[src/rtl/nmt_map.svh]
// constants of the node network-control block: defaults, object keys, identifiers
// assumes inclusion by bare name from the design files
`ifndef NMT_MAP_SVH
`define NMT_MAP_SVH

// node identity and bit-rate defaults
`define DEF_NODE   8'h20
`define NODE_MAX   8'h7F
`define DEF_TAB    1'b0
`define DEF_IDX    8'h04
`define DEF_RATE   11'h07D
`define RATE_MIN   11'h014
`define RATE_MAX   11'h5DC

// standard rate set, kbit/s (selector 0)
`define STD_R0     11'h3E8
`define STD_R1     11'h320
`define STD_R2     11'h1F4
`define STD_R3     11'h0FA
`define STD_R4     11'h07D
`define STD_R6     11'h032
`define STD_R7     11'h014
`define STD_R8     11'h00A
// factory custom rate set, kbit/s (selector 1)
`define CUS_R0     11'h5DC
`define CUS_R1     11'h190
`define CUS_R2     11'h064
`define CUS_R3     11'h00F

// object index keys, sub-index kept separately
`define OBJ_SYNC   16'h1005
`define OBJ_EMCY   16'h1014
`define OBJ_SDO    16'h1200
`define OBJ_TPDO   16'h1800
`define OBJ_ERRB   16'h1029
`define OBJ_NODE   16'h2000
`define OBJ_AUTO   16'h2001
`define OBJ_TERM   16'h2002

// communication object identifiers
`define NMT_COB    29'h0000_0000
`define BOOT_BASE  29'h0000_0700
`define SDORX_BASE 29'h0000_0600
`define SDOTX_BASE 29'h0000_0580
`define TPDO_BASE  29'h0000_0180
`define EMCY_BASE  29'h0000_0080
`define SYNC_COB   29'h0000_0080

// frame layout and codes
`define B0         63:56
`define B1         55:48
`define B2         47:40
`define NMT_LEN    4'h2
`define BOOT_LEN   4'h1
`define FULL_LEN   4'h8
`define CMD_START  8'h01
`define CMD_STOP   8'h02
`define CMD_PREOP  8'h80
`define CMD_RNODE  8'h81
`define CMD_RCOMM  8'h82
`define EMCY_CODE  16'h1000
`define EMCY_REG   8'h01
`define ERRB_PREOP 8'h00
`define ERRB_STOP  8'h02

`endif

[src/rtl/nmt_pkg.sv]
// types shared by the node network-control block and its frame decoder
// assumes the constants of nmt_map.svh for values
package nmt_pkg;

  typedef enum logic [1:0] {
    ST_INIT  = 2'b00,
    ST_PREOP = 2'b01,
    ST_OPER  = 2'b10,
    ST_STOP  = 2'b11
  } nmt_state_t;

  typedef enum logic [2:0] {
    NC_NONE  = 3'b000,
    NC_START = 3'b001,
    NC_STOP  = 3'b010,
    NC_PREOP = 3'b011,
    NC_RNODE = 3'b100,
    NC_RCOMM = 3'b101
  } nmt_cmd_t;

  typedef enum logic [1:0] {
    LSS_NONE = 2'b00,
    LSS_NODE = 2'b01,
    LSS_RATE = 2'b10
  } lss_op_t;

  typedef struct packed {
    logic        ide;
    logic [28:0] id;
    logic [3:0]  dlc;
    logic [63:0] data;
  } can_frame_t;

  typedef struct packed {
    logic        invalid;
    logic        rsvd;
    logic        ide;
    logic [28:0] id;
  } cob_t;

  typedef struct packed {
    logic        valid;
    logic [15:0] index;
    logic [7:0]  sub;
    logic [31:0] data;
  } sdo_wr_t;

  typedef struct packed {
    logic       valid;
    lss_op_t    op;
    logic [7:0] sel;
    logic [7:0] val;
  } lss_cmd_t;

  typedef struct packed {
    logic nmt, heartbeat_consumer, time_svc, lss, emcy, sdo, sync, pdo;
  } svc_t;

  typedef struct packed {
    nmt_cmd_t   cmd;
    logic       sdo_hit;
    logic       sync_hit;
    logic [3:0] len;
  } dec_state_t;

  typedef struct packed {
    nmt_state_t  st;
    svc_t        svc;
    logic        meas;
    logic        boot_pend;
    logic        emcy_pend;
    logic        tx_busy;
    logic        tx_boot;
    logic [7:0]  node;
    logic        rate_tab;
    logic [7:0]  rate_idx;
    logic [10:0] rate;
    cob_t        sdo_rx, sdo_tx, tpdo, emcy, sync;
    logic [7:0]  err_beh;
    logic        autostart;
    logic        term;
    can_frame_t  tx;
    logic        wr_ok, wr_err, lss_ok, lss_err;
  } core_state_t;

endpackage : nmt_pkg

[src/rtl/frame_decode.sv]
// received-frame decoder: network commands and identifier matches
// assumes one received frame per rx_valid pulse, synchronous to core_clk
`timescale 1ns/1ns
`include "nmt_map.svh"

module frame_decode (
  // clock and synchronised reset
  input  wire logic                core_clk,
  input  wire logic                rst_sync_n,
  // received frame
  input  wire logic                rx_valid,
  input  wire nmt_pkg::can_frame_t rx_frame,
  // node configuration
  input  wire logic [7:0]          node,
  input  wire nmt_pkg::cob_t       cob_sdo,
  input  wire nmt_pkg::cob_t       cob_sync,
  input  wire nmt_pkg::svc_t       svc,
  // decoded pulses
  output nmt_pkg::dec_state_t      dec
);
  import nmt_pkg::*;

  dec_state_t q, next_q;

  // a frame hits an object only in the same format and identifier
  function automatic logic hit(input cob_t c, input can_frame_t f);
    logic same;
    same = f.ide ? (f.id == c.id) : (f.id[10:0] == c.id[10:0]);
    return !c.invalid && (c.ide == f.ide) && same;
  endfunction

  ////////////////////////////////////////////////////////////////////////
  // decode, gated by the services that the state allows
  always_comb begin
    next_q = '0;
    if (rx_valid) begin
      next_q.len = (rx_frame.dlc > `FULL_LEN) ? `FULL_LEN : rx_frame.dlc;
      if (svc.nmt && !rx_frame.ide && rx_frame.id == `NMT_COB
          && next_q.len == `NMT_LEN
          && (rx_frame.data[`B1] == 8'h00 || rx_frame.data[`B1] == node)) begin
        case (rx_frame.data[`B0])
          `CMD_START: next_q.cmd = NC_START;
          `CMD_STOP:  next_q.cmd = NC_STOP;
          `CMD_PREOP: next_q.cmd = NC_PREOP;
          `CMD_RNODE: next_q.cmd = NC_RNODE;
          `CMD_RCOMM: next_q.cmd = NC_RCOMM;
          default:    next_q.cmd = NC_NONE;
        endcase
      end
      next_q.sdo_hit  = svc.sdo && hit(cob_sdo, rx_frame);
      next_q.sync_hit = svc.sync && hit(cob_sync, rx_frame);
    end
  end

  always_ff @(posedge core_clk or negedge rst_sync_n) begin
    if (!rst_sync_n) begin
      q <= '0;
    end else begin
      q <= next_q;
    end
  end

  assign dec = q;

endmodule : frame_decode

[src/rtl/node_ctrl.sv]
// node network control: state machine, boot-up and emergency frames,
// node identifier, bit-rate selection, object identifiers, termination
// assumes a frame controller outside that sends tx_frame on tx_req and
// pulses tx_ack, and an object-access layer that presents decoded writes
//
// Operation
// - bit rate is kept within 20 kbit/s to 1.5 Mbit/s inclusive
// - all bus nodes share one bit rate; one rate drives the controller
// - reset and default bit rate is 125 kbit/s
// - rate changes by layer setting; selector 0 standard, 1 factory custom
// - base 11-bit and extended 29-bit frames are accepted and produced
// - data length gives payload bytes, zero up to eight
// - node identifier is 8 bits, valid 1 to 127
// - default node identifier is 0x20
// - node identifier writable by object write and by layer setting
// - every object identifier is rewritable by object write
// - four states; boot-up frame sent, then Pre-Operational
// - Pre-Operational keeps measuring but sends no process data
// - start command id 0x000, length 2, bytes 01 00 enters Operational
// - autostart goes straight to Operational after boot-up
// - services offered depend on the state as tabled
// - no state change on its own except autostart or fault
// - a fault drops to Pre-Operational or Stopped per error behaviour
// - settings addressed by 16-bit index and 8-bit sub-index writes
// - termination enable settable by object write
`timescale 1ns/1ns
`include "nmt_map.svh"

module node_ctrl (
  // clock and reset
  input  wire logic                core_clk,
  input  wire logic                rst_n,
  // received frames
  input  wire logic                rx_valid,
  input  wire nmt_pkg::can_frame_t rx_frame,
  output nmt_pkg::dec_state_t      rx_dec,
  // transmit request
  output logic                     tx_req,
  output nmt_pkg::can_frame_t      tx_frame,
  input  wire logic                tx_ack,
  // decoded object writes
  input  wire nmt_pkg::sdo_wr_t    sdo_wr,
  output logic                     sdo_wr_ok,
  output logic                     sdo_wr_err,
  // layer setting commands
  input  wire nmt_pkg::lss_cmd_t   lss_cmd,
  output logic                     lss_ok,
  output logic                     lss_err,
  // application
  input  wire logic                sensor_fault,
  output logic                     measure_en,
  // status and configuration
  output nmt_pkg::nmt_state_t      nmt_state,
  output nmt_pkg::svc_t            svc_en,
  output logic [7:0]               node_id,
  output logic [10:0]              bit_rate_kbps,
  output logic                     rate_table,
  output logic [7:0]               rate_index,
  output logic                     term_en
);
  import nmt_pkg::*;

  logic [1:0]  rst_sync;
  logic        rst_sync_n;
  core_state_t q, next_q;

  ////////////////////////////////////////////////////////////////////////
  // reset release through two flops; assertion stays asynchronous
  always_ff @(posedge core_clk or negedge rst_n) begin
    if (!rst_n) begin
      rst_sync <= 2'b00;
    end else begin
      rst_sync <= {rst_sync[0], 1'b1};
    end
  end
  assign rst_sync_n = rst_sync[1];

  ////////////////////////////////////////////////////////////////////////
  // helpers

  // node-relative object identifier, base format, enabled
  function automatic cob_t cob_at(input logic [28:0] base,
                                  input logic [7:0] nd);
    cob_t c;
    c = '0;
    c.id = base + {21'h0, nd};
    return c;
  endfunction

  // services per state
  function automatic svc_t svc_of(input nmt_state_t s);
    svc_t v;
    v = '0;
    unique case (s)
      ST_INIT: v = '0;
      ST_PREOP: v = '{nmt: 1'b1, heartbeat_consumer: 1'b1, time_svc: 1'b1, lss: 1'b1,
                      emcy: 1'b1, sdo: 1'b1, sync: 1'b0, pdo: 1'b0};
      ST_OPER:  v = '{nmt: 1'b1, heartbeat_consumer: 1'b1, time_svc: 1'b1, lss: 1'b1,
                      emcy: 1'b1, sdo: 1'b1, sync: 1'b1, pdo: 1'b1};
      ST_STOP:  v = '{nmt: 1'b1, heartbeat_consumer: 1'b1, time_svc: 1'b1, lss: 1'b1,
                      emcy: 1'b0, sdo: 1'b0, sync: 1'b0, pdo: 1'b0};
    endcase
    return v;
  endfunction

  // rate tables in kbit/s; zero marks an empty entry
  function automatic logic [10:0] rate_of(input logic tab,
                                          input logic [7:0] idx);
    logic [10:0] r;
    r = 11'h000;
    if (!tab) begin
      case (idx)
        8'h00: r = `STD_R0;
        8'h01: r = `STD_R1;
        8'h02: r = `STD_R2;
        8'h03: r = `STD_R3;
        8'h04: r = `STD_R4;
        8'h06: r = `STD_R6;
        8'h07: r = `STD_R7;
        8'h08: r = `STD_R8;
        default: r = 11'h000;
      endcase
    end else begin
      case (idx)
        8'h00: r = `CUS_R0;
        8'h01: r = `CUS_R1;
        8'h02: r = `CUS_R2;
        8'h03: r = `CUS_R3;
        default: r = 11'h000;
      endcase
    end
    return r;
  endfunction

  // communication reset: identifiers rebuilt from the node, sync back to its fixed one, boot-up redone
  function automatic core_state_t comm_init(input core_state_t s);
    core_state_t t;
    t = s;
    t.st        = ST_INIT;
    t.boot_pend = 1'b1;
    t.emcy_pend = 1'b0;
    t.sdo_rx    = cob_at(`SDORX_BASE, s.node);
    t.sdo_tx    = cob_at(`SDOTX_BASE, s.node);
    t.tpdo      = cob_at(`TPDO_BASE, s.node);
    t.emcy      = cob_at(`EMCY_BASE, s.node);
    t.sync      = cob_at(`SYNC_COB, 8'h00);
    return t;
  endfunction

  ////////////////////////////////////////////////////////////////////////
  // received-frame decoder
  frame_decode u_decode (
    .core_clk   (core_clk),
    .rst_sync_n (rst_sync_n),
    .rx_valid   (rx_valid),
    .rx_frame   (rx_frame),
    .node       (q.node),
    .cob_sdo    (q.sdo_rx),
    .cob_sync   (q.sync),
    .svc        (q.svc),
    .dec        (rx_dec)
  );

  ////////////////////////////////////////////////////////////////////////
  // next state
  always_comb begin
    logic [23:0] key;
    logic [10:0] r;
    key    = {sdo_wr.index, sdo_wr.sub};
    r      = rate_of(lss_cmd.sel[0], lss_cmd.val);
    next_q = q;
    next_q.wr_ok   = 1'b0;
    next_q.wr_err  = 1'b0;
    next_q.lss_ok  = 1'b0;
    next_q.lss_err = 1'b0;

    // transmitter: finish first, then load boot-up ahead of emergency
    if (q.tx_busy && tx_ack) begin
      next_q.tx_busy = 1'b0;
      if (q.tx_boot) begin
        next_q.boot_pend = 1'b0;
        next_q.st = q.autostart ? ST_OPER : ST_PREOP;
      end else begin
        next_q.emcy_pend = 1'b0;
      end
    end else if (!q.tx_busy && q.boot_pend) begin
      next_q.tx_busy = 1'b1;
      next_q.tx_boot = 1'b1;
      next_q.tx      = '0;
      next_q.tx.id   = `BOOT_BASE + {21'h0, q.node};
      next_q.tx.dlc  = `BOOT_LEN;
    end else if (!q.tx_busy && q.emcy_pend) begin
      next_q.tx_busy = 1'b1;
      next_q.tx_boot = 1'b0;
      next_q.tx      = '0;
      next_q.tx.ide  = q.emcy.ide;
      next_q.tx.id   = q.emcy.id;
      next_q.tx.dlc  = `FULL_LEN;
      {next_q.tx.data[`B1], next_q.tx.data[`B0]} = `EMCY_CODE; // low byte first
      next_q.tx.data[`B2] = `EMCY_REG;
    end

    // master commands; only the master or a fault moves the node otherwise
    if (q.st != ST_INIT) begin
      unique case (rx_dec.cmd)
        NC_NONE:  ;
        NC_START: next_q.st = ST_OPER;
        NC_STOP:  next_q.st = ST_STOP;
        NC_PREOP: next_q.st = ST_PREOP;
        NC_RNODE: begin
          next_q = comm_init(next_q);
          next_q.err_beh = `ERRB_PREOP;
        end
        NC_RCOMM: next_q = comm_init(next_q);
        default:  ;
      endcase
    end

    // fault fallback outranks a same-cycle command, for safety
    if (sensor_fault && q.st != ST_INIT) begin
      if (q.svc.emcy && !q.emcy.invalid) begin
        next_q.emcy_pend = 1'b1; // set wins over the ack clear
      end
      if (q.err_beh == `ERRB_STOP) begin
        next_q.st = ST_STOP;
      end else if (q.err_beh == `ERRB_PREOP && next_q.st == ST_OPER) begin
        next_q.st = ST_PREOP;
      end
    end

    // object writes, only while the object-access service is offered
    if (sdo_wr.valid && q.svc.sdo) begin
      next_q.wr_ok = 1'b1;
      case (key)
        {`OBJ_NODE, 8'h00}: begin
          if (sdo_wr.data[31:8] == 24'h00_0000 && sdo_wr.data[7:0] != 8'h00
              && sdo_wr.data[7:0] <= `NODE_MAX) begin
            next_q.node = sdo_wr.data[7:0];
          end else begin
            next_q.wr_ok  = 1'b0;
            next_q.wr_err = 1'b1;
          end
        end
        {`OBJ_SDO, 8'h01}:  next_q.sdo_rx = sdo_wr.data;
        {`OBJ_SDO, 8'h02}:  next_q.sdo_tx = sdo_wr.data;
        {`OBJ_TPDO, 8'h01}: next_q.tpdo = sdo_wr.data;
        {`OBJ_SYNC, 8'h00}: next_q.sync = sdo_wr.data;
        {`OBJ_EMCY, 8'h00}: next_q.emcy = sdo_wr.data;
        {`OBJ_ERRB, 8'h01}: next_q.err_beh = sdo_wr.data[7:0];
        {`OBJ_AUTO, 8'h00}: next_q.autostart = sdo_wr.data[0];
        {`OBJ_TERM, 8'h00}: next_q.term = sdo_wr.data[0];
        default: begin
          next_q.wr_ok  = 1'b0;
          next_q.wr_err = 1'b1;
        end
      endcase
    end

    // layer setting; the rate applies at once, so the master must
    // switch every node together
    if (lss_cmd.valid && q.svc.lss) begin
      next_q.lss_ok = 1'b1;
      unique case (lss_cmd.op)
        LSS_NONE: next_q.lss_ok = 1'b0;
        LSS_NODE: begin
          if (lss_cmd.val != 8'h00 && lss_cmd.val <= `NODE_MAX) begin
            next_q.node = lss_cmd.val;
          end else begin
            next_q.lss_ok  = 1'b0;
            next_q.lss_err = 1'b1;
          end
        end
        LSS_RATE: begin
          if (lss_cmd.sel <= 8'h01 && r >= `RATE_MIN && r <= `RATE_MAX) begin
            next_q.rate     = r;
            next_q.rate_tab = lss_cmd.sel[0];
            next_q.rate_idx = lss_cmd.val;
          end else begin
            next_q.lss_ok  = 1'b0;
            next_q.lss_err = 1'b1;
          end
        end
        default: begin
          next_q.lss_ok  = 1'b0;
          next_q.lss_err = 1'b1;
        end
      endcase
    end

    // services and measurement follow the new state
    next_q.svc  = svc_of(next_q.st);
    next_q.meas = (next_q.st != ST_INIT);
  end

  ////////////////////////////////////////////////////////////////////////
  // state register; reset lands in initialisation with boot-up queued
  always_ff @(posedge core_clk or negedge rst_sync_n) begin
    if (!rst_sync_n) begin
      q           <= '0;
      q.st        <= ST_INIT;
      q.boot_pend <= 1'b1;
      q.node      <= `DEF_NODE;
      q.rate      <= `DEF_RATE;
      q.rate_tab  <= `DEF_TAB;
      q.rate_idx  <= `DEF_IDX;
      q.sdo_rx    <= cob_at(`SDORX_BASE, `DEF_NODE);
      q.sdo_tx    <= cob_at(`SDOTX_BASE, `DEF_NODE);
      q.tpdo      <= cob_at(`TPDO_BASE, `DEF_NODE);
      q.emcy      <= cob_at(`EMCY_BASE, `DEF_NODE);
      q.sync      <= cob_at(`SYNC_COB, 8'h00);
      q.err_beh   <= `ERRB_PREOP;
    end else begin
      q <= next_q;
    end
  end

  // outputs straight from the state register
  assign tx_req        = q.tx_busy;
  assign tx_frame      = q.tx;
  assign sdo_wr_ok     = q.wr_ok;
  assign sdo_wr_err    = q.wr_err;
  assign lss_ok        = q.lss_ok;
  assign lss_err       = q.lss_err;
  assign measure_en    = q.meas;
  assign nmt_state     = q.st;
  assign svc_en        = q.svc;
  assign node_id       = q.node;
  assign bit_rate_kbps = q.rate;
  assign rate_table    = q.rate_tab;
  assign rate_index    = q.rate_idx;
  assign term_en       = q.term;
endmodule : node_ctrl

[config.mk]
export PLATFORM = sky130hd
export DESIGN_NAME = node_ctrl
export DESIGN_NICKNAME = d
export VERILOG_FILES = /design/src/rtl/nmt_pkg.sv /design/src/rtl/frame_decode.sv /design/src/rtl/node_ctrl.sv
export VERILOG_INCLUDE_DIRS = /design/src /design/src/rtl
export SDC_FILE = /design/constraint.sdc
export NUM_CORES = 1
export LEC_CHECK = 0
export BUFFER_PORTS_ARGS = -buffer_cell sky130_fd_sc_hd__buf_2
export CAP_MARGIN = 10
export CORE_MARGIN = 1.5
export CORE_UTILIZATION = 51
export CTS_BUF_LIST = sky130_fd_sc_hd__clkbuf_16
export CTS_CLUSTER_DIAMETER = 150
export DETAILED_ROUTE_END_ITERATION = 7
export GPL_ROUTABILITY_DRIVEN = 0
export PLACE_DENSITY = 0.8
export SLEW_MARGIN = 5
export SYNTH_ARGS = -nofsm -noshare
export SYNTH_HDL_FRONTEND = slang
export SYNTH_SLANG_ARGS = --single-unit
[constraint.sdc]
create_clock -name core_clk -period 8.6 [get_ports core_clk]
set_clock_uncertainty 0.15 [all_clocks]
set_input_delay 1.72 -clock core_clk [delete_from_list [all_inputs] [get_ports core_clk]]
set_output_delay 1.72 -clock core_clk [all_outputs]
set_load 0.1 [all_outputs]
### Word level (Yosys, flattened, before mapping)

Memories as Yosys holds them, arrays and structs flattened.
Cells that the tools add are included.

* register bits after elaboration: 326
* memory bits (read-only): 160
* input bits: 179
* memories kept: 1

Memories
* (no name shown): depth 16, width 10, read ports 1, clocked after Yosys merged registers in 0, wr ports 0, line node_ctrl.sv:112 `case (idx)`

* add/subtract/negate cells: 5
* order comparisons: 6
* equality and inequality tests: 37
* muxes and demuxes: 56
* reduce and logical (&&, ||, !) cells: 43

Operators with widths (number)
* case mux 304 bit (2 select lines): 1
* two-way mux 315 bit: 1
* two-way mux 98 bit: 3
* two-way mux 170 bit: 1
* two-way mux 32 bit: 5
* equality test 24 x 21 -> 1 bit, second input constant: 6
* equality test 24 x 22 -> 1 bit, second input constant: 3
* equality test 29 bit: 2
* two-way mux 8 bit: 6
* case mux 11 bit (4 select lines): 1
* two-way mux 20 bit: 2
* adder 11 x 8 -> 12 bit, first input constant: 3
* equality test 8 x 2 -> 1 bit, second input constant: 4
* case mux 8 bit (4 select lines): 1
* zero test 29 bit: 1
* two-way mux 2 bit: 14
* two-way mux 28 bit: 1
* equality test 8 bit, second input constant: 3
* zero test 24 bit: 1
* zero test 8 bit: 3
* logical AND 1 bit: 23
* equality test 11 bit: 2
* two-way mux 11 bit: 2
* equality test 8 x 1 -> 1 bit, second input constant: 2
* 32 further kinds: 56

### Depth between registers and ports, before layout

Gate-level depths: netlist (run 1).

* depth in word-level cells: 14
* gate-level depth with buffers: 10
* gate-level depth less buffers: 8

### By module

From an unflattened synthesis (run 1), not the netlist that was laid out.

* cells, all modules: 1094
* area, all modules: 10588.9 um^2

By module, submodules not included
* node_ctrl: instances 1, cells an instance 962, area each 9396.5 um^2, seq. area each 4498.1 um^2
* frame_decode: instances 1, cells an instance 132, area each 1192.4 um^2, seq. area each 225.2 um^2

### Least setup slack after synthesis (run 1)

OpenSTA, ideal clock, no wires.

* kind: in2reg
* start point: input port lss_cmd[4] (netlist bit)
* end point: register q (netlist bit bit_rate_kbps[1])
* library setup time: 0.125 ns
* data arrival time: 3.602 ns
* data required time: 8.325 ns
* slack: 4.723 ns
* stages on the path: 7
* path through: or4_4 > or2_4 > a211oi_2 > a211oi_1 > nor3_2 > buf_6 > mux2_4

* cells in the longest elaborated chain, start to end: 9
* elaborated cells between the ends (all ways): 15

RTL lines
* start, declared: line node_ctrl.sv:46 `input wire nmt_pkg::lss_cmd_t lss_cmd,`
* equality test 8 x 2 -> 1 bit (tied with other cells): line node_ctrl.sv:124 `case (idx)`
* case mux 11 bit (4 select lines) / two-way mux 11 bit (equally long branches): line node_ctrl.sv:124, node_ctrl.sv:112
* two-way mux 11 bit (*): line node_ctrl.sv:111 `if (!tab) begin`
* >= comparator 11 x 5 -> 1 bit (no source line)
* logical AND 1 bit (no source line) (2 in series)
* two-way mux 20 bit (*): line node_ctrl.sv:274 `` if (lss_cmd.sel <= 8'h01 && r >= `RATE_MIN && r <= `RATE_MAX) begin ``
* two-way mux 20 bit (*): line node_ctrl.sv:263 `unique case (lss_cmd.op)`
* two-way mux 28 bit (*): line node_ctrl.sv:261 `if (lss_cmd.valid && q.svc.lss) begin`
* end signal, assigned: line node_ctrl.sv:313 `q <= next_q;`
* end, declared: line node_ctrl.sv:65 `core_state_t q, next_q;`

Every way passes the cells marked *; elsewhere a longest branch is shown, timed or not.

### Worst setup path after layout (run 1)

* start point: input port lss_cmd[1] (netlist bit)
* end point: register q (netlist bit bit_rate_kbps[7])

* cells in the longest elaborated chain, start to end: 9
* elaborated cells between the ends (all ways): 15

RTL lines (line)
* memory (16 x 10 bit) (tied with other cells)
* two-way mux 11 bit / case mux 11 bit (4 select lines) (equally long branches): node_ctrl.sv:112, node_ctrl.sv:124
* two-way mux 11 bit (*): node_ctrl.sv:111
* >= comparator 11 x 5 -> 1 bit (no source line)
* logical AND 1 bit (no source line) (2 in series)
* two-way mux 20 bit (*): node_ctrl.sv:274
* two-way mux 20 bit (*): node_ctrl.sv:263
* two-way mux 28 bit (*): node_ctrl.sv:261

Marked as above.

==> out/qor.csv, run 1 <==
metric,value,unit
setup_viol,0,
netlist.area_leader.share,41.7,%
portBuffers,218,
antenna_found_initial,0,
final_cells,1506,
nNetsFinal,1418,
hold_class,reg -> async,
synth_async_sr_flop_share,100,%
placed_cells,1474,
die_w,145,um
r2r-end,q[112],
synth_edf_count,0,
core.rowCount,51,
dpl.hpwl,19000,um
comb_power_share,36.2,%
worstMarginPinSlew,1240,ps
yosysTopAreaCell,dfrtp_1,
rsz0062_at_grt,false,
die_h,145,um
clk_latency,440,ps
synth_common_cells,"198 x nand2_1, 171 x dfrtp_1, 137 x buf_4, 87 x nand3_1, 49 x nor2_1",
holdWs,128,ps
synth.most_common_cell,nand2_1,
syn_area_per_cell,9.28,sq um
synthesis.area,10300,sq um
grt_use_total,25.3,%
wire_per_inst,17.5,um
crit_chain,buf_2 > inv_1 > ha_1 > inv_1 > nor2_1 > o311ai_0 > a31oi_2 > nor3_4 > mux2_4,
hold_violations,0,
end_kind,flop,
fin_setup_tns,0,ps
syn-instance-count,1105,
antenna_left,0,
cts_tree,yes,
worst_slack,4200,ps
path_class,in -> reg,
cpPeakStageDelay,940,ps
core-area,19600,sq um
p_sw_share,46.5,%
r2r_slack,5950,ps
crit_start,lss_cmd[1],
ys_seq_area_share,45.5,%
grt-ovfl-total,0,
period_share,51.2,%
ys_ff_latch,186,
drv_cap,0,
vdd_drop_max,0.384,mV
max_freq,227,MHz
vias_per_cell,5.54,
post-cts-setup-buffer-count,0,
cp.required,8780,ps
ios,331,
clockBufferDepth,2,
clock-root-buffer,clkbuf_16,
num_vias,8344,
cts_buffers,17,
diodes,0,
synth-main-ff-cell,dfrtp_1,
first_pass_iters,5,
drc,0,
drtIter0Drc,695,
crit_fanout,20,
ys_types,69,
grt_pass1_wl,40500,um
grt_pass1_vias,7782,
reg2reg_from,svc_en[3],
start_util,52.4,%
ys_top_cells_by_area,"dfrtp_1 42%, buf_4 10%, nand2_1 7.2%",
cp.arrival,4580,ps
die-area,21000,sq um
ctsHoldBuffers,0,
critPathLaunchType,primary input,
yosysWarnings,0,
grt_max_degree,101,
fin_crit,4400,ps
clkSinkCount,186,
path_clk_slew,70,ps
slowest_stage,nor3_4,
wl,26300,um
intPower,1.60,mW
seq_power_share,34.9,%
power_switching,1.39,mW
ctsResizeCount,0,
syn2layout_area_growth,11.2,%
status,"complete, no violations",
post-place-ws,3740,ps
slew_headroom,17.3,%
reg2reg_depth,5,
p_per_area,262,nW/um^2
power_leakage,5.71,nW
drive_gt1_share,24.4,%
slew_viol_final,0,
cts.htree.levels,4,
p_clk_share,28.9,%
crit_top_cell,inv_1,
[cell type report]
class                   instances  area (sq um)
flip-flops and latches        186          4680
well taps                     265           332
clock inverters                15           223
inverters                      19          71.3
repair buffers                226          1150
clock buffers                  17           425
multi-input cells             778          4530
fillers                      1708          8190
[through the flow]
stage | utilization (%) | instance area (sq um) | power, mW
after floorplan | - | 10500 | 2.03
after global placement | 54.9 | 10800 | 2.14
after detailed placement | 54.9 | 10800 | 2.15
after CTS | 58.2 | 11400 | 3.01
after global routing | 58.2 | 11400 | 3.11
final | 58.2 | 11400 | 2.99
[critical path, delay by kind of cell]
| kind | cells | cell delay, ps |
|---|---|---|
| fa+ha+maj | 1 | 310 |
| compound gates | 2 | 770 |
| mux | 1 | 350 |
| simple gates | 2 | 1000 |
| buf+inv | 3 | 410 |
[registers in the layout (all words and copies together), names as in the netlist]
signal and count:
bit_rate_kbps 11, lss_err 1, lss_ok 1, measure_en 1
nmt_state 2, node_id 8, q 104, rate_index 8
rate_table 1, rst_sync 2, sdo_wr_err 1, sdo_wr_ok 1
svc_en 2, term_en 1, tx_frame 32, tx_req 1
u_decode.dec 9
[metal layers]
metal | up-vias | global-route usage (%) | routed length, um
met5 | - | 0 | 0
met2 | 426 | 41.6 | 12900
li1 | 3837 | - | -
met4 | 0 | 9.36 | 713
met1 | 4015 | 32.9 | 10400
met3 | 66 | 5.33 | 2260
[kinds of logic (layout without fill, tap and decap cells)]
| logic type | Yosys count | count (layout) | share of synthesized area, % |
|---|---|---|---|
| compound gates | 142 | 142 | 9.59 |
| other cells | 2 | 65 | 0.0732 |
| mux | 25 | 25 | 3.00 |
| xor+xnor | 74 | 74 | 6.32 |
| fa+ha+maj | 11 | 11 | 1.34 |
| simple gates | 461 | 461 | 21.4 |
| buf+inv | 204 | 277 | 12.7 |
| flops | 186 | 186 | 45.5 |
[power groups by stage]
stage | Sequential, mW | Combinational [mW] | Clock [mW]
after floorplan | 1.08 | 0.955 | 0
after global placement | 1.06 | 1.08 | 0
after detailed placement | 1.06 | 1.09 | 0
after CTS | 1.04 | 1.09 | 0.874
after global routing | 1.06 | 1.13 | 0.914
final | 1.04 | 1.09 | 0.865
[worst max-delay path by stage]
stage,slack [ps],endpoint,depth (start not counted)
final,4200,bit_rate_kbps[7],9
after global routing,4010,bit_rate_kbps[9],9
after CTS,4200,rate_index[1],9
after detailed placement,3740,rate_index[1],9
after global placement,3790,bit_rate_kbps[7],9
after floorplan,2910,bit_rate_kbps[10],0
[layout by cell type (no fill, tap or decap), types with 4 or more instances in the layout]
cell type and instances:
or2_2 4, a21oi_1 21, nor4_1 29, buf_2 218
mux2_4 11, xor2_1 27, inv_8 6, nor3b_1 4
nor2_1 49, ha_1 11, a22o_1 19, conb_1 65
dfstp_2 15, buf_4 8, or4_1 4, dfrtp_1 170
mux2i_1 12, o21ai_0 32, inv_1 19, o21a_1 10
nor2b_1 21, nand4_1 22, nand3_1 87, nand2_1 198
xnor2_1 47, a31oi_1 8, and2_1 7, a22oi_1 12
o22a_1 4, clkbuf_16 17, nor3_1 16
No activity file was read; power rests on OpenSTA's default activity.
==> run 2, diff against run 1 <==
--- a/config.mk
+++ b/config.mk
@@ -9,12 +9,12 @@
 export BUFFER_PORTS_ARGS = -buffer_cell sky130_fd_sc_hd__buf_2
 export CAP_MARGIN = 10
 export CORE_MARGIN = 1.5
-export CORE_UTILIZATION = 51
+export CORE_UTILIZATION = 47
 export CTS_BUF_LIST = sky130_fd_sc_hd__clkbuf_16
 export CTS_CLUSTER_DIAMETER = 150
 export DETAILED_ROUTE_END_ITERATION = 7
 export GPL_ROUTABILITY_DRIVEN = 0
-export PLACE_DENSITY = 0.8
+export PLACE_DENSITY = 0.78
 export SLEW_MARGIN = 5
 export SYNTH_ARGS = -nofsm -noshare
 export SYNTH_HDL_FRONTEND = slang
==> constraint.sdc (replaced) <==
create_clock -name core_clk -period 4.02 [get_ports core_clk]
set_clock_uncertainty 0.15 [all_clocks]
set_input_delay 0.804 -clock core_clk [delete_from_list [all_inputs] [get_ports core_clk]]
set_output_delay 0.804 -clock core_clk [all_outputs]
set_load 0.1 [all_outputs]
==> run 2 against run 1 <==
  * Hold slack lost 61 ps
  * Critical path depth grew 1
  * Combinational power grew 110%
  * Register-to-register slack lost 4600 ps
  * Die area grew 8.3%
  * Cell count grew 1.5%
  * Sequential cell count is the same
  * Sequential power grew 120%
  * Sequential share of layout area shrank 0.33 points
  * Worst setup slack lost 3300 ps
==> out/qor.csv, run 2 (synthesis results as in run 1) <==
metric,value,unit,change
cp_num_buf_inv,4,,+1
antenna_found_initial,6,,+6
clock-root-buffer,clkbuf_16,,
drv_cap,0,,unchanged
worstMarginPinSlew,1020,ps,-218 ps
largest_reg_flops,104,,unchanged
crit_chain,buf_2 > inv_1 > ha_1 > inv_1 > nor2_1 > o311ai_0 > a31oi_2 > nor3_4 > buf_4 > mux2_4,,
wire_per_inst,18.2,um,+4.3%
power_switching,2.90,mW,+110%
vdd_drop_max,0.645,mV,+68%
fin_setup_tns,0,ps,unchanged
num_vias,8291,,-0.64%
final_cell_mix,"218 x buf_2, 198 x nand2_1, 170 x dfrtp_1",,
grt_pass1_vias,7754,,-0.36%
end_kind,flop,,
drc,0,,unchanged
power_leakage,5.77,nW,+0.93%
slowest_stage,o311ai_0,,
grt_pass1_wl,41600,um,+2.7%
status,"complete, no violations",,
seq_power_share,35.3,%,+0.4 points
wl,27900,um,+5.9%
slew_viol_final,0,,unchanged
die-area,22700,sq um,+8.3%
antenna_left,0,,unchanged
cp.required,4180,ps,-4600 ps
portBuffers,218,,unchanged
drt-met1-wl,10900,um,+4.6%
fin_crit,3080,ps,
grt_max_degree,108,,+6.9%
comb_power_share,36.7,%,+0.5 points
clkSinkCount,186,,unchanged
grt_use_total,24.4,%,-0.89 points
path_class,in -> reg,,
period_share,76.7,%,
nNetsFinal,1427,,+0.63%
setup_viol,0,,unchanged
hold_class,reg -> async,,
crit_fanout,19,,-5.0%
intPower,3.45,mW,+120%
clk_latency,430,ps,about the same
hold_violations,0,,unchanged
path_clk_slew,70,ps,about the same
largest_register,q,,
core.rowCount,53,,+3.9%
start_util,48.3,%,-4.0 points
route.met2.wl,13700,um,+6.1%
critPathLaunchType,primary input,,
p_sw_share,45.7,%,-0.79 points
core-area,21200,sq um,+8.3%
post-cts-setup-buffer-count,0,,unchanged
slew_headroom,31.5,%,+14 points
crit_top_cell,inv_1,,
drtIter0Drc,640,,-7.9%
grt-ovfl-total,0,,unchanged
max_freq,324,MHz,
rsz0062_at_grt,false,,
ctsResizeCount,0,,unchanged
worst_slack,937,ps,-3260 ps
die_h,151,um,+4.1%
ios,331,,unchanged
p_clk_share,28.1,%,-0.8 points
cts.htree.levels,4,,unchanged
cts_buffers,17,,unchanged
cts_tree,yes,,
final_common_cell,buf_2,,
final_util,54.2,%,-4.0 points
dr_wl_met3,2530,um,+12%
critical-path-top-delay-family,buffers and inverters,,
first_pass_iters,5,,unchanged
syn2layout_area_growth,12.1,%,
vias_per_cell,5.42,,-2.1%
clockBufferDepth,2,,unchanged
cpPeakStageDelay,490,ps,-450 ps
holdWs,66.5,ps,-61.2 ps
cp.arrival,3250,ps,-1330 ps
dpl.hpwl,20800,um,+9.3%
p_per_area,553,nW/um^2,+110%
drive_gt1_share,24.8,%,+0.38 points
top_layer,met5,,
die_w,151,um,+4.1%
post-place-ws,536,ps,-3200 ps
-- run 2: changes by cell type in the layout (fill, tap and decap cells not counted) --
cell           change
buf_4              +6
inv_8              -6
clkinv_4           +4
diode_2            +4
clkinv_2           +3
buf_12             +2
bufinv_16          +1
clkinv_8           -1
clkinvlp_4         -1
dlygate4sd3_1      +1
inv_1              +1
inv_12             -1
-- run 2: power by group through the flow --
| stage | clock, mW | sequential [mW] | combinational (mW) |
|---|---|---|---|
| 2_1_floorplan | 0 | 2.31 | 2.04 |
| 3_3_place_gp | 0 | 2.27 | 2.30 |
| 3_5_place_dp | 0 | 2.28 | 2.33 |
| 4_1_cts | 1.80 | 2.24 | 2.33 |
| 5_1_grt | 1.89 | 2.26 | 2.43 |
| 6_report | 1.78 | 2.24 | 2.33 |
-- run 2: timing repair --
| item | CTS | global route |
|---|---|---|
| hold buffers | 1 | 0 |
| endpoints found under the hold margin | 2 | 0 |
| setup endpoints to repair | 0 | 0 |
-- run 2: final timing paths --
check | slack, ps | start | to | depth (start not counted)
min in group core_clk | 200 | rst_sync[0] | rst_sync[1] | 0
min reg2reg | 70 | rst_sync[1] | bit_rate_kbps[9] | 0
max | 940 | lss_cmd[1] | bit_rate_kbps[8] | 10
max in group asynchronous | 2620 | rst_sync[1] | q[153] | 1
min | 70 | rst_sync[1] | bit_rate_kbps[9] | 0
max reg2reg | 1380 | tx_req | svc_en[3] | 7
-- run 2: layer usage --
| metal | up-vias | global-route usage [%] |
|---|---|---|
| met3 | 53 | 6.45 |
| li1 | 3850 | - |
| met1 | 4007 | 30.0 |
| met2 | 377 | 41.3 |
| met5 | - | 0 |
| met4 | 4 | 8.45 |
-- run 2: final cells by class --
type | count | area, sq um
fill | 1938 | 9720
tap | 275 | 344
multi-input combinational | 778 | 4530
clock inverter | 15 | 199
clock buffer | 17 | 425
antenna | 4 | 10.0
inverter | 19 | 71.3
timing repair buffer | 235 | 1250
sequential | 186 | 4680
-- run 2: stage by stage --
stage / std cells / power, mW / cell area [sq um]
2_1_floorplan: 1168 / 4.35 / 10500
3_3_place_gp: 1492 / 4.57 / 10900
3_5_place_dp: 1492 / 4.61 / 10900
4_1_cts: 1525 / 6.38 / 11500
5_1_grt: 1528 / 6.57 / 11500
6_report: 1529 / 6.36 / 11500
-- run 2: worst register-to-register path, cell delays in order, from the launching register on --
cell and delay [ps]:
dfrtp_1 670, nand3_1 390, mux2i_1 230, a21boi_0 230, o221a_2 240, a21boi_0 250
a21oi_1 80, ha_1 290
